--- config.mk ---
export PLATFORM = sky130hd
export DESIGN_NAME = watchdog_with_clock_protect
export DESIGN_NICKNAME = d
export VERILOG_FILES = /design/src/watchdog_with_clock_protect.v /design/src/tick_sync.v
export VERILOG_INCLUDE_DIRS = /design/src
export SDC_FILE = /design/constraint.sdc
export NUM_CORES = 1
export LEC_CHECK = 0
export CORE_MARGIN = 1.5
export CORE_UTILIZATION = 50
export DETAILED_ROUTE_END_ITERATION = 8
export DONT_BUFFER_PORTS = 1
export PLACE_DENSITY = 0.72
export SKIP_CTS_REPAIR_TIMING = 1
export SYNTH_ARGS = -nofsm -noshare
export SYNTH_HDL_FRONTEND = slang
export SYNTH_SLANG_ARGS = --single-unit
--- constraint.sdc ---
create_clock -name clk -period 5.3 [get_ports clk]
set_input_delay 1.06 -clock clk [delete_from_list [all_inputs] [get_ports clk]]
set_output_delay 1.06 -clock clk [all_outputs]
set_load 0.01 [all_outputs]
--- src/wdt_regs.vh ---
// Register map, field positions, reset values and counts of the watchdog
`ifndef WDT_REGS_VH
`define WDT_REGS_VH

`define WDT_ADDR_REFRESH    16'h0000
`define WDT_ADDR_START      16'h0001
`define WDT_ADDR_CONTROL    16'h0002
`define WDT_ADDR_PROTECT    16'h0003
`define WDT_ADDR_PMODE1     16'h0004
`define WDT_ADDR_CMODE1     16'h0005
`define WDT_ADDR_STATUS     16'h0006
`define WDT_ADDR_MASK       16'h0007
`define WDT_ADDR_COUNT      16'h0008
`define WDT_ADDR_OPTION     16'hFFFF

`define WDT_REFRESH_FIRST   8'h00
`define WDT_REFRESH_SECOND  8'hFF
`define WDT_OPTION_ERASED   8'hFF

`define WDT_BIT_PRESCALE    7
`define WDT_BIT_PROT_EN     7
`define WDT_BIT_SRC_SEL     4
`define WDT_BIT_ICS_HI      1
`define WDT_BIT_ICS_LO      0
`define WDT_BIT_URS         2
`define WDT_BIT_LOSC_STOP   4
`define WDT_BIT_STOP_REQ    0
`define WDT_BIT_AUTO_DIS    0
`define WDT_BIT_PROT_INIT   7
`define WDT_BIT_UNDERFLOW   0

`define WDT_PROTECT_FORCED  8'h80
`define WDT_INIT_CPU        15'h7FFF
`define WDT_INIT_PROT       15'h0FFF
`define WDT_INIT_SUB_BASE   15'h0200
`define WDT_DIV_CPU_LO      7'h0F
`define WDT_DIV_CPU_HI      7'h7F
`define WDT_DIV_SUB         5'h1F

`endif

--- src/watchdog_with_clock_protect.v ---
// Watchdog with 15-bit down-counter and count-source protection
//
// The plain strobed port is this design's own decision.
`timescale 1ns/10ps
`include "wdt_regs.vh"

module watchdog_with_clock_protect (
  input  wire        clk,
  input  wire        rst,
  input  wire [15:0] addr,
  input  wire [7:0]  wdata,
  input  wire        wr,
  input  wire        rd,
  output wire [15:0] rdata,
  input  wire [7:0]  option_byte_in,
  input  wire        option_erased,
  input  wire        subclock_input,
  input  wire        lowspeed_osc_clk,
  input  wire        cpu_stop_mode,
  input  wire        cpu_wait_mode,
  output wire        stop_mode_request,
  output wire        lowspeed_osc_stop,
  output wire        wdt_irq,
  output wire        wdt_reset
);
  reg        boot_done_ff;
  reg [7:0]  option_ff;
  reg        run_ff;
  reg [14:0] count_ff;
  reg [6:0]  prescale_ff;
  reg [4:0]  subdiv_ff;
  reg        refresh_armed_ff;
  reg        prescale_select_ff;
  reg        protection_enable_ff;
  reg        prot_zero_seen_ff;
  reg        source_select_ff;
  reg [1:0]  initial_count_select_ff;
  reg        underflow_reset_select_ff;
  reg        lowspeed_osc_stop_ff;
  reg        stop_mode_request_ff;
  reg        status_ff;
  reg        mask_ff;
  reg        wdt_reset_ff;
  reg [15:0] rdata_ff;

  reg [14:0] init_value;
  reg        count_tick;
  reg        halted;
  reg [15:0] nxt_rdata;

  wire       sub_edge;
  wire       losc_edge;
  wire       wr_refresh;
  wire       wr_start;
  wire       wr_protect;
  wire       refresh_ok;
  wire       prot_set;
  wire       cpu_tick;
  wire       sub_tick;
  wire       use_sub;
  wire       underflow;
  wire       count_en;
  wire [7:0] option_value;
  wire       wr_control;
  wire       wr_pmode1;
  wire       wr_cmode1;
  wire       wr_status;
  wire       wr_mask;

  tick_sync u_sub_sync (
    .clk      (clk),
    .rst      (rst),
    .async_in (subclock_input),
    .tick     (sub_edge)
  );

  tick_sync u_losc_sync (
    .clk      (clk),
    .rst      (rst),
    .async_in (lowspeed_osc_clk),
    .tick     (losc_edge)
  );

  assign wr_refresh = wr && (addr == `WDT_ADDR_REFRESH);
  assign wr_start   = wr && (addr == `WDT_ADDR_START);
  assign wr_protect = wr && (addr == `WDT_ADDR_PROTECT);
  assign wr_control = wr && (addr == `WDT_ADDR_CONTROL);
  assign wr_pmode1  = wr && (addr == `WDT_ADDR_PMODE1);
  assign wr_cmode1  = wr && (addr == `WDT_ADDR_CMODE1);
  assign wr_status  = wr && (addr == `WDT_ADDR_STATUS);
  assign wr_mask    = wr && (addr == `WDT_ADDR_MASK);

  assign option_value = option_erased ? `WDT_OPTION_ERASED : option_byte_in;

  assign refresh_ok = wr_refresh && (wdata == `WDT_REFRESH_SECOND) && refresh_armed_ff;

  assign prot_set = wr_protect && wdata[`WDT_BIT_PROT_EN] && prot_zero_seen_ff &&
                    !protection_enable_ff;

  assign use_sub = source_select_ff && !protection_enable_ff;

  assign cpu_tick = prescale_ff == (prescale_select_ff ? `WDT_DIV_CPU_HI : `WDT_DIV_CPU_LO);

  assign sub_tick = sub_edge && (subdiv_ff == `WDT_DIV_SUB);

  assign count_en  = run_ff && !halted && boot_done_ff;
  assign underflow = count_en && count_tick && (count_ff == 15'h0000);

  always @* begin
    if (protection_enable_ff) begin
      init_value = `WDT_INIT_PROT;
      count_tick = losc_edge;
    end else if (use_sub) begin
      init_value = (`WDT_INIT_SUB_BASE << initial_count_select_ff) - 15'h0001;
      count_tick = sub_tick;
    end else begin
      init_value = `WDT_INIT_CPU;
      count_tick = cpu_tick;
    end
  end

  always @* begin
    if (protection_enable_ff) begin
      halted = 1'b0;
    end else if (use_sub) begin
      halted = cpu_stop_mode;
    end else begin
      halted = cpu_stop_mode || cpu_wait_mode;
    end
  end

  always @(posedge clk) begin
    if (rst) begin
      prescale_ff <= 7'h00;
      subdiv_ff   <= 5'h00;
    end else if (!run_ff || halted || !boot_done_ff) begin
      prescale_ff <= prescale_ff;
      subdiv_ff   <= subdiv_ff;
    end else begin
      if (cpu_tick) begin
        prescale_ff <= 7'h00;
      end else begin
        prescale_ff <= prescale_ff + 7'h01;
      end
      if (sub_edge) begin
        subdiv_ff <= subdiv_ff + 5'h01;
      end
    end
  end

  always @(posedge clk) begin
    if (rst) begin
      boot_done_ff <= 1'b0;
      option_ff    <= `WDT_OPTION_ERASED;
      run_ff       <= 1'b0;
    end else if (!boot_done_ff) begin
      boot_done_ff <= 1'b1;
      option_ff    <= option_value;
      run_ff       <= ~option_value[`WDT_BIT_AUTO_DIS];
    end else if (wr_start) begin
      run_ff <= 1'b1;
    end
  end

  always @(posedge clk) begin
    if (rst) begin
      protection_enable_ff      <= 1'b0;
      prot_zero_seen_ff         <= 1'b0;
      source_select_ff          <= 1'b0;
      initial_count_select_ff   <= 2'b00;
      underflow_reset_select_ff <= 1'b0;
      lowspeed_osc_stop_ff      <= 1'b0;
      stop_mode_request_ff      <= 1'b0;
      prescale_select_ff        <= 1'b0;
    end else if (!boot_done_ff) begin
      if (!option_value[`WDT_BIT_PROT_INIT]) begin
        protection_enable_ff      <= 1'b1;
        underflow_reset_select_ff <= 1'b1;
        lowspeed_osc_stop_ff      <= 1'b0;
      end
    end else begin
      if (wr_control) begin
        prescale_select_ff <= wdata[`WDT_BIT_PRESCALE];
      end
      if (wr_protect) begin
        prot_zero_seen_ff       <= ~wdata[`WDT_BIT_PROT_EN];
        source_select_ff        <= wdata[`WDT_BIT_SRC_SEL];
        initial_count_select_ff <= {wdata[`WDT_BIT_ICS_HI], wdata[`WDT_BIT_ICS_LO]};
      end
      if (prot_set) begin
        protection_enable_ff      <= 1'b1;
        underflow_reset_select_ff <= 1'b1;
        lowspeed_osc_stop_ff      <= 1'b0;
      end else if (wr_pmode1 && !protection_enable_ff) begin
        underflow_reset_select_ff <= wdata[`WDT_BIT_URS];
      end
      if (wr_cmode1 && !protection_enable_ff && !prot_set) begin
        lowspeed_osc_stop_ff <= wdata[`WDT_BIT_LOSC_STOP];
        stop_mode_request_ff <= wdata[`WDT_BIT_STOP_REQ];
      end
    end
  end

  always @(posedge clk) begin
    if (rst) begin
      refresh_armed_ff <= 1'b0;
    end else if (wr_refresh) begin
      refresh_armed_ff <= (wdata == `WDT_REFRESH_FIRST);
    end
  end

  always @(posedge clk) begin
    if (rst) begin
      count_ff <= `WDT_INIT_CPU;
    end else if (!boot_done_ff) begin
      if (!option_value[`WDT_BIT_PROT_INIT]) begin
        count_ff <= `WDT_INIT_PROT;
      end else begin
        count_ff <= `WDT_INIT_CPU;
      end
    end else if (prot_set) begin
      count_ff <= `WDT_INIT_PROT;
    end else if (refresh_ok) begin
      count_ff <= init_value;
    end else if (underflow) begin
      count_ff <= init_value;
    end else if (count_en && count_tick) begin
      count_ff <= count_ff - 15'h0001;
    end
  end

  always @(posedge clk) begin
    if (rst) begin
      wdt_reset_ff <= 1'b0;
      status_ff    <= 1'b0;
      mask_ff      <= 1'b0;
    end else begin
      wdt_reset_ff <= underflow && (protection_enable_ff || underflow_reset_select_ff);
      if (underflow && !protection_enable_ff && !underflow_reset_select_ff) begin
        status_ff <= 1'b1;
      end else if (wr_status && wdata[`WDT_BIT_UNDERFLOW]) begin
        status_ff <= 1'b0;
      end
      if (wr_mask) begin
        mask_ff <= wdata[`WDT_BIT_UNDERFLOW];
      end
    end
  end

  always @* begin
    nxt_rdata = 16'h0000;
    case (addr)
      `WDT_ADDR_CONTROL: begin
        nxt_rdata[`WDT_BIT_PRESCALE] = prescale_select_ff;
        nxt_rdata[4:0] = count_ff[14:10];
      end
      `WDT_ADDR_PROTECT: begin
        nxt_rdata[`WDT_BIT_PROT_EN] = protection_enable_ff;
        nxt_rdata[`WDT_BIT_SRC_SEL] = source_select_ff;
        nxt_rdata[`WDT_BIT_ICS_HI]  = initial_count_select_ff[1];
        nxt_rdata[`WDT_BIT_ICS_LO]  = initial_count_select_ff[0];
      end
      `WDT_ADDR_PMODE1: begin
        nxt_rdata[`WDT_BIT_URS] = underflow_reset_select_ff;
      end
      `WDT_ADDR_CMODE1: begin
        nxt_rdata[`WDT_BIT_LOSC_STOP] = lowspeed_osc_stop_ff;
        nxt_rdata[`WDT_BIT_STOP_REQ]  = stop_mode_request_ff;
      end
      `WDT_ADDR_STATUS: begin
        nxt_rdata[`WDT_BIT_UNDERFLOW] = status_ff;
      end
      `WDT_ADDR_MASK: begin
        nxt_rdata[`WDT_BIT_UNDERFLOW] = mask_ff;
      end
      `WDT_ADDR_COUNT: begin
        nxt_rdata = {1'b0, count_ff};
      end
      `WDT_ADDR_OPTION: begin
        nxt_rdata = {8'h00, option_ff};
      end
      default: begin
        nxt_rdata = 16'h0000;
      end
    endcase
  end

  always @(posedge clk) begin
    if (rst) begin
      rdata_ff <= 16'h0000;
    end else if (rd) begin
      rdata_ff <= nxt_rdata;
    end else begin
      rdata_ff <= 16'h0000;
    end
  end

  assign rdata             = rdata_ff;
  assign stop_mode_request = stop_mode_request_ff;
  assign lowspeed_osc_stop = lowspeed_osc_stop_ff;
  assign wdt_irq           = status_ff & mask_ff;
  assign wdt_reset         = wdt_reset_ff;
endmodule // watchdog_with_clock_protect

--- src/tick_sync.v ---
// Two-stage synchroniser with rising-edge pulse for an outside clock
`timescale 1ns/10ps
module tick_sync (
  input  wire clk,
  input  wire rst,
  input  wire async_in,
  output wire tick
);
  reg sync1_ff;
  reg sync2_ff;
  reg prev_ff;
  reg tick_ff;

  always @(posedge clk) begin
    if (rst) begin
      sync1_ff <= 1'b0;
      sync2_ff <= 1'b0;
      prev_ff  <= 1'b0;
      tick_ff  <= 1'b0;
    end else begin
      sync1_ff <= async_in;
      sync2_ff <= sync1_ff;
      prev_ff  <= sync2_ff;
      tick_ff  <= sync2_ff & ~prev_ff;
    end
  end

  assign tick = tick_ff;
endmodule // tick_sync

==> results of run 1 <==
[critical path, stage by stage]
cell and delay, ns:
nor4_4 0.33, nand4_2 0.27, o31ai_4 0.82, nor3_1 0.27, nor4_1 0.35, a221oi_1 0.08
[metrics by stage]
step	total power [mW]	utilization, %	hold slack [ns]
after floorplan	0.620	-	0.367
after global placement	0.621	53.1	0.373
after detailed placement	0.623	53.1	0.376
after CTS	0.997	55.5	0.388
after global routing	1.03	55.5	0.404
final	0.987	55.5	0.384
[synthesized netlist by cell type (all sizes together) (7+ instances only)]
master and n:
a221oi 8, nand2 40, a21oi 18, inv 13, o21ai 12, clkbuf 10
nor3 9, nand3 18, and3 12, nor4 16, and4 7, xor2 9
nor2b 13, nand4 9, dfxtp 73, buf 9, nor2 35
[power by group through the flow]
| stage | Combinational [mW] | Sequential (mW) | Clock (mW) |
|---|---|---|---|
| 3_3_place_gp | 0.0413 | 0.580 | 0 |
| 3_5_place_dp | 0.0429 | 0.580 | 0 |
| 6_report | 0.0435 | 0.567 | 0.376 |
| 5_1_grt | 0.0488 | 0.569 | 0.409 |
| 2_1_floorplan | 0.0455 | 0.575 | 0 |
| 4_1_cts | 0.0430 | 0.567 | 0.386 |
[final cells by class]
class                      count  area [sq um]
clock inverter                 6          42.5
multi-input combinational    299          2030
fill                         638          3070
inverter                      13          48.8
clock buffer                   9           124
sequential                    73          1460
timing repair buffer           1          7.51
tap                           96           120
[path summary, 6_finish.rpt]
kind	startpoint	endpoint	slack [ns]	depth (start not counted)
hold / removal	u_losc_sync.prev_ff	u_losc_sync.tick	0.38	1
hold reg to reg	u_losc_sync.prev_ff	u_losc_sync.tick	0.38	1
setup / recovery	addr[9]	count_ff[12]	2.32	6
setup reg to reg	subdiv_ff[0]	count_ff[4]	2.56	9
[sequential cells by signal (all words and copies together) (netlist names), 2 cells and up]
signal	cells
option_ff	8
prescale_ff	7
initial_count_select_ff	2
subdiv_ff	5
rdata	15
count_ff	15
[logic make-up (layout without fill, tap and decap cells)]
| logic type | count (synthesis) | count (layout) | synth area share [%] |
|---|---|---|---|
| compound gates | 80 | 80 | 17.1 |
| xor+xnor | 15 | 15 | 3.61 |
| fa+ha+maj | 6 | 6 | 2.06 |
| buf+inv | 32 | 29 | 3.96 |
| flops | 73 | 73 | 40.2 |
| mux | 8 | 8 | 2.27 |
| other cells | 1 | 1 | 0.103 |
| simple gates | 189 | 189 | 30.7 |
[layer usage]
| metal | part of all wire [%] | vias up | global-route usage (%) |
|---|---|---|---|
| li1 | - | 1469 | - |
| met1 | 47 | 1419 | 31.7 |
| met2 | 45 | 116 | 36.6 |
| met3 | 6.6 | 10 | 5.32 |
| met4 | 1.0 | 0 | 9.09 |
| met5 | 0 | - | 0 |
==> results.toml, run 1 <==
[die]
dieHeight_microns = 88.3
design.die.area_sq_um = 7790
start_util_pct = 52.6
core-area_sq_um = 6910
rows = 30
boundaryPins = 61
die_w_microns = 88.3

[pwr]
share_comb_of_total_power_pct = 4.4
p_switching_uw = 245
peakVddDrop_mv = 0.194
seqPwrFrac_pct = 57.5
power.clock.fraction_pct = 38.1
switching_share_pct = 24.8
power_leakage_nw = 1.36
p_int_uw = 743
cellPowerDensity_nw_per_um2 = 257

[layout]
syn_to_final_growth_pct = 5.47
final_area_sq_um = 3830
final_common_cell = "dfxtp_1"
n_antenna_cell = 0
final_layout_size_suffix_gt1_share_pct = 10.7
nets = 444
layout_common_cells = "73 x dfxtp_1, 40 x nand2_1, 35 x nor2_1"
final_cells = 497

[clock_network]
cts.sinks = 73
cts_buffer_depth = 2
clockRootBuffer = "clkbuf_8"
clkLatencyLatePin_ns = 0.34
h-tree-depth = 3
cts_buffers = 9
cts.clk_slew.worst_paths_ns = 0.08
cts_tree = "yes"

[synth]
syn_avg_cell_area_sq_um = 9.00
yosys.cell_types.count = 61
yosys_warnings = 0
synth_edf_count = 0
syn_nets = 451
synth_top_area_share_pct = 40.2
synthCells = 404
yosys-top-cells-area = "dfxtp_1 40%, nand2_1 4.1%, nor2_1 3.6%, nand3_1 2.5%, a21oi_1 2.3%"
syn_area_sq_um = 3640
ys_seq_elements = 73
synth_flop_cell = "dfxtp_1"
synthArstFlopShare_pct = 0
yosys.area.top_type = "dfxtp_1"
seq_area_frac_synth_pct = 40.2

[drt]
antenna_left = 0
drc = 0
wirelength_microns = 8560
num_vias = 3014
first_pass_iters = 5
drtIter0Drc = 192
viasPerCell = 6.06
wl_per_cell_microns = 17.2

[timing]
rsz0062_at_grt = "false"
drv_slew = 0
max_slew_margin_pct = 35.4
max_freq_mhz = 336
worstMarginPinSlew_ns = 0.961
hold_viol_final = 0
finalSetupViolations = 0
period_needed_ns = 2.98
fin_crit_sh_pct = 56.2
clock_skew_ns = 0.00751
setup_tns_ns = 0
setup_slack_ns = 2.32

[grt]
grt_pass1_wl_microns = 14000
grt-ovfl-total = 0
grt_use_total_pct = 23.5
antenna_found_initial = 0
grt_max_degree = 34
grt_pass1_vias = 2904

[flow_run]
max-cap-violations = 0

[run_status]
outcome = "complete, no violations"

[setup_path]
path_max_fanout = 23
cp-start-kind = "input pin"
required_ns = 5.51
crit_type = "input pin to flip-flop"
cp.arrival_ns = 3.18
endpoint_kind = "flip-flop"

[placed_design]
dpl.cell_count = 482
io_buffer_count = 0
detailedPlace.worstSlack_ns = 2.03
gp_congestion = 0.863
hpwl_microns = 6250
dpl-instance-area_sq_um = 3670

[hold_path]
hold_path_class = "flip-flop to flip-flop"
Note: power is estimated with default switching activity, not from simulation.
==> run 2, diff against run 1 <==
--- a/config.mk
+++ b/config.mk
@@ -6,6 +6,7 @@
 export SDC_FILE = /design/constraint.sdc
 export NUM_CORES = 1
 export LEC_CHECK = 0
+export ABC_AREA = 1
 export CORE_MARGIN = 1.5
 export CORE_UTILIZATION = 50
 export DETAILED_ROUTE_END_ITERATION = 8
==> constraint.sdc (replaced) <==
create_clock -name clk -period 2.97 [get_ports clk]
set_input_delay 0.594 -clock clk [delete_from_list [all_inputs] [get_ports clk]]
set_output_delay 0.594 -clock clk [all_outputs]
set_load 0.01 [all_outputs]
==> results.toml, run 2 <==
[run_status]
outcome = "complete, no violations"

[synth]
synthCells = 562
yosys.cell_types.count = 35
yosys-top-cells-area = "dfxtp_1 38%, nand2_1 13%, nor2_1 7.4%, inv_1 6.2%, nand3_1 6.1%"
syn_area_sq_um = 3800
yosysMostFrequentCell = "nand2_1"
yosys_warnings = 0
synth_flop_cell = "dfxtp_1"
synthArstFlopShare_pct = 0
yosys.area.top_type = "dfxtp_1"
syn_avg_cell_area_sq_um = 6.76
seq_area_frac_synth_pct = 38.5
synth_top_area_share_pct = 38.5
netlist_top_cells_count = "131 x nand2_1, 75 x nor2_1, 73 x dfxtp_1, 63 x inv_1, 46 x nand3_1"
synth_edf_count = 0
syn_nets = 609
ys_seq_elements = 73

[drt]
wl_per_cell_microns = 14.9
wirelength_microns = 9950
drc = 0
first_pass_iters = 6
antenna_left = 0
num_vias = 3648
drtIter0Drc = 263
viasPerCell = 5.45

[timing]
hold_viol_final = 0
rsz0062_at_grt = "false"
max_freq_mhz = 480
max_slew_margin_pct = 57.7
clock_skew_ns = 0.0127
period_needed_ns = 2.08
drv_slew = 0
whs_ns = 0.310
finalSetupViolations = 0
setup_tns_ns = 0
worstMarginPinSlew_ns = 0.630
fin_crit_sh_pct = 70.2

[clock_network]
h-tree-depth = 3
cts.sinks = 73
cts_buffer_depth = 2
clkLatencyLatePin_ns = 0.35
clockRootBuffer = "clkbuf_8"
cts_buffers = 9
cts.clk_slew.worst_paths_ns = 0.09
cts_tree = "yes"

[die]
die_w_microns = 90.2
core-area_sq_um = 7290
boundaryPins = 61
dieHeight_microns = 90.2
start_util_pct = 52.1
design.die.area_sq_um = 8130
rows = 31

[layout]
layout_common_cells = "131 x nand2_1, 75 x nor2_1, 73 x dfxtp_1"
final_common_cell = "nand2_1"
n_antenna_cell = 0
nets = 612
post-route-util_pct = 56.4
syn_to_final_growth_pct = 8.30
final_layout_size_suffix_gt1_share_pct = 7.72

[setup_path]
reg2regPathDepth = 6
endpoint_kind = "flip-flop"
cp.arrival_ns = 2.36
crit_type = "flip-flop to flip-flop"
path_max_fanout = 14
required_ns = 3.25
cp-start-kind = "flip-flop"

[pwr]
power_leakage_nw = 1.79
cellPowerDensity_nw_per_um2 = 496
peakVddDrop_mv = 0.278

[placed_design]
gp_congestion = 0.914
io_buffer_count = 0
hpwl_microns = 7530

[grt]
grt_use_total_pct = 25.1
grt-ovfl-total = 0
grt_pass1_wl_microns = 16300
grt_pass1_vias = 3446
antenna_found_initial = 0
grt_max_degree = 33

[hold_path]
min_path_cells = 1
hold_path_class = "input pin to flip-flop"

[flow_run]
max-cap-violations = 0
## run 2: cell count changes after synthesis, moves of 14 or more
cell,before,now
a21oi_1,17,34
inv_1,13,63
nand2_1,40,131
nand3_1,18,46
nor2_1,35,75
nor3_1,8,22
o21ai_0,12,26
## run 2: power by group
| group | switching (mW) | leakage, nW | internal [mW] |
|---|---|---|---|
| Sequential | 0.0218 | 0.594 | 1.00 |
| Clock | 0.403 | 0.105 | 0.497 |
| Combinational | 0.0833 | 1.10 | 0.0361 |
## run 2: area by class of cell
type                    instances  area [sq um]
fillers                       737          3180
multi-input cells             410          2030
flip-flops and latches         73          1460
inverters                      70           263
clock buffers                  10           138
well taps                      99           124
clock inverters                 6          91.3
repair buffers                  1          7.51
## run 2: through the flow
step | std cells | worst slack (ns) | total power, mW | area [sq um]
finish | 669 | 0.886 | 2.04 | 4110
floorplan | 562 | 1.15 | 1.14 | 3800
global placement | 653 | 0.931 | 1.16 | 3880
CTS | 669 | 0.921 | 2.05 | 4110
global route | 669 | 0.680 | 2.11 | 4110
detailed placement | 653 | 0.936 | 1.16 | 3880
## run 2: metal layers
layer / vias up / wire length (microns) / GRT usage [%]
met1: 1661 / 4550 / 31.6
met3: 15 / 584 / 5.33
met5: - / 0 / 0
li1: 1845 / - / -
met4: 0 / 191 / 10.2
met2: 127 / 4630 / 41.8
## run 2: cells by family after synthesis
family	Yosys count	synth area share, %
AOI/OAI and AO/OA	76	10.9
and+or+nand+nor	317	38.1
DFF	73	38.5
xor gates and xnor gates	10	2.31
buffers and inverters	79	8.11
other	1	0.0988
adders and majority gates	6	1.98
## run 2: final timing paths
path | from | to | slack, ns
worst min-delay path | rst | stop_mode_request | 0.31
worst max register to register | boot_done_ff | underflow_reset_select_ff | 0.89
worst max-delay path | boot_done_ff | underflow_reset_select_ff | 0.89
worst min register to register | u_sub_sync.prev_ff | u_sub_sync.tick | 0.39
## run 2: worst max-delay path, stage by stage (launching register included)
cell     delay (ns)
dfxtp_1        0.68
inv_1          0.29
o21ai_1        0.42
nand3_1        0.17
o21ai_0        0.21
a21oi_1        0.06
nor3_1         0.18
==> run 3, diff against run 2 <==
==> constraint.sdc (replaced) <==
create_clock -name clk -period 2 [get_ports clk]
set_input_delay 0.4 -clock clk [delete_from_list [all_inputs] [get_ports clk]]
set_output_delay 0.4 -clock clk [all_outputs]
set_load 0.01 [all_outputs]
==> results.toml, run 3 (synthesis gave the netlist of run 2 again) <==
[run_status]
outcome = "complete, no violations"

[layout]
final_common_cell = "nand2_1"
post-route-util_pct = 57.8
final_layout_size_suffix_gt1_share_pct = 9.66
multiInputGateArea_sq_um = 2040
final_area_sq_um = 4220
nets = 622
fillers = 708
n_antenna_cell = 0
regArea_sq_um = 1460
syn_to_final_growth_pct = 11.0
layout_common_cells = "129 x nand2_1, 75 x nor2_1, 73 x dfxtp_1"

[clock_network]
clkLatencyLatePin_ns = 0.36
cts_tree = "yes"
h-tree-depth = 3
cts_buffers = 9
cts_buffer_depth = 2
cts.sinks = 73
cts.clk_slew.worst_paths_ns = 0.09
clockRootBuffer = "clkbuf_8"

[timing]
clock_skew_ns = 0.0131
period_needed_ns = 1.86
hold_viol_final = 0
whs_ns = 0.102
max_freq_mhz = 536
fin_crit_sh_pct = 93.2
rsz0062_at_grt = "false"
setup_tns_ns = 0
drv_slew = 0
finalSetupViolations = 0

[grt]
antenna_found_initial = 0
grt-ovfl-total = 0
grt_max_degree = 33
grt_pass1_vias = 3350
grt_use_total_pct = 24.3
grt_pass1_wl_microns = 15700

[die]
rows = 31
start_util_pct = 52.1
core-area_sq_um = 7290
dieHeight_microns = 90.2
die_w_microns = 90.2
design.die.area_sq_um = 8130
boundaryPins = 61

[setup_path]
endpoint_kind = "flip-flop"
crit_type = "flip-flop to flip-flop"
required_ns = 2.25
cp.arrival_ns = 2.12
path_max_fanout = 5
cp-start-kind = "flip-flop"

[pwr]
p_switching_uw = 726
p_int_mw = 2.38
total_power_mw = 3.11
power_leakage_nw = 1.87
switching_share_pct = 23.4
peakVddDrop_mv = 0.395
seqPwrFrac_pct = 48.5
share_comb_of_total_power_pct = 6.3
cellPowerDensity_nw_per_um2 = 737
power.clock.fraction_pct = 45.2

[placed_design]
io_buffer_count = 0
hpwl_microns = 7390
dpl-instance-area_sq_um = 3960
gp_congestion = 0.931

[drt]
num_vias = 3678
drtIter0Drc = 252
wl_per_cell_microns = 14.2
first_pass_iters = 5
viasPerCell = 5.42
antenna_left = 0
wirelength_microns = 9610
drc = 0

[hold_path]
hold_path_class = "input pin to flip-flop"

[flow_run]
max-cap-violations = 0
run 3: changes by cell type in the layout (fill, tap and decap cells not counted), sizes merged:
cell,before,now
buf,1,11
clkinvlp,3,1
bufinv,2,3
inv,70,71
run 3: power by group through the flow:
stage / Sequential, mW / Combinational (mW) / Clock, mW
after detailed placement: 1.54 / 0.192 / 0
final: 1.51 / 0.196 / 1.40
after CTS: 1.51 / 0.193 / 1.43
after global routing: 1.51 / 0.219 / 1.49
after global placement: 1.54 / 0.188 / 0
after floorplan: 1.54 / 0.149 / 0
run 3: path summary, 6_finish.rpt:
kind / startpoint / end / slack (ns) / cells after the start
worst min register to register: u_losc_sync.prev_ff / u_losc_sync.tick / 0.39 / 1
worst min-delay path: rst / lowspeed_osc_stop / 0.10 / 1
worst max-delay path: count_ff[2] / count_ff[14] / 0.14 / 12
worst max register to register: count_ff[2] / count_ff[14] / 0.14 / 12
run 3: final cells by class:
cell class	instances	share of cell area (%)
flip-flops and latches	73	34.7
clock inverters	6	2.73
repair buffers	11	1.96
clock buffers	10	3.03
inverters	70	6.23
multi-input cells	410	48.5
well taps	99	2.94
run 3: per-layer routing:
layer	track usage [%]	wire (microns)	part of all wire, %
met5	0	0	0
met4	9.79	200	2.1
met3	5.92	635	6.6
met2	40.3	4440	46
met1	30.2	4330	45
run 3: per-stage QoR:
step | setup slack, ns | instances
after floorplan | 0.315 | 562
after global routing | 0.0249 | 679
final | 0.136 | 679
after CTS | 0.118 | 679
after detailed placement | 0.139 | 663
after global placement | 0.173 | 663
run 3: worst max-delay path, stage by stage (launching register included):
cell	delay (ns)
dfxtp_1	0.37
nor2_1	0.28
nand2_2	0.18
nor2_1	0.24
nand3_1	0.11
nand2_1	0.13
nand2_1	0.07
nand2_1	0.05
nand2_1	0.05
nand2_1	0.06
nand2_1	0.08
nand2_1	0.09
nand2_1	0.05
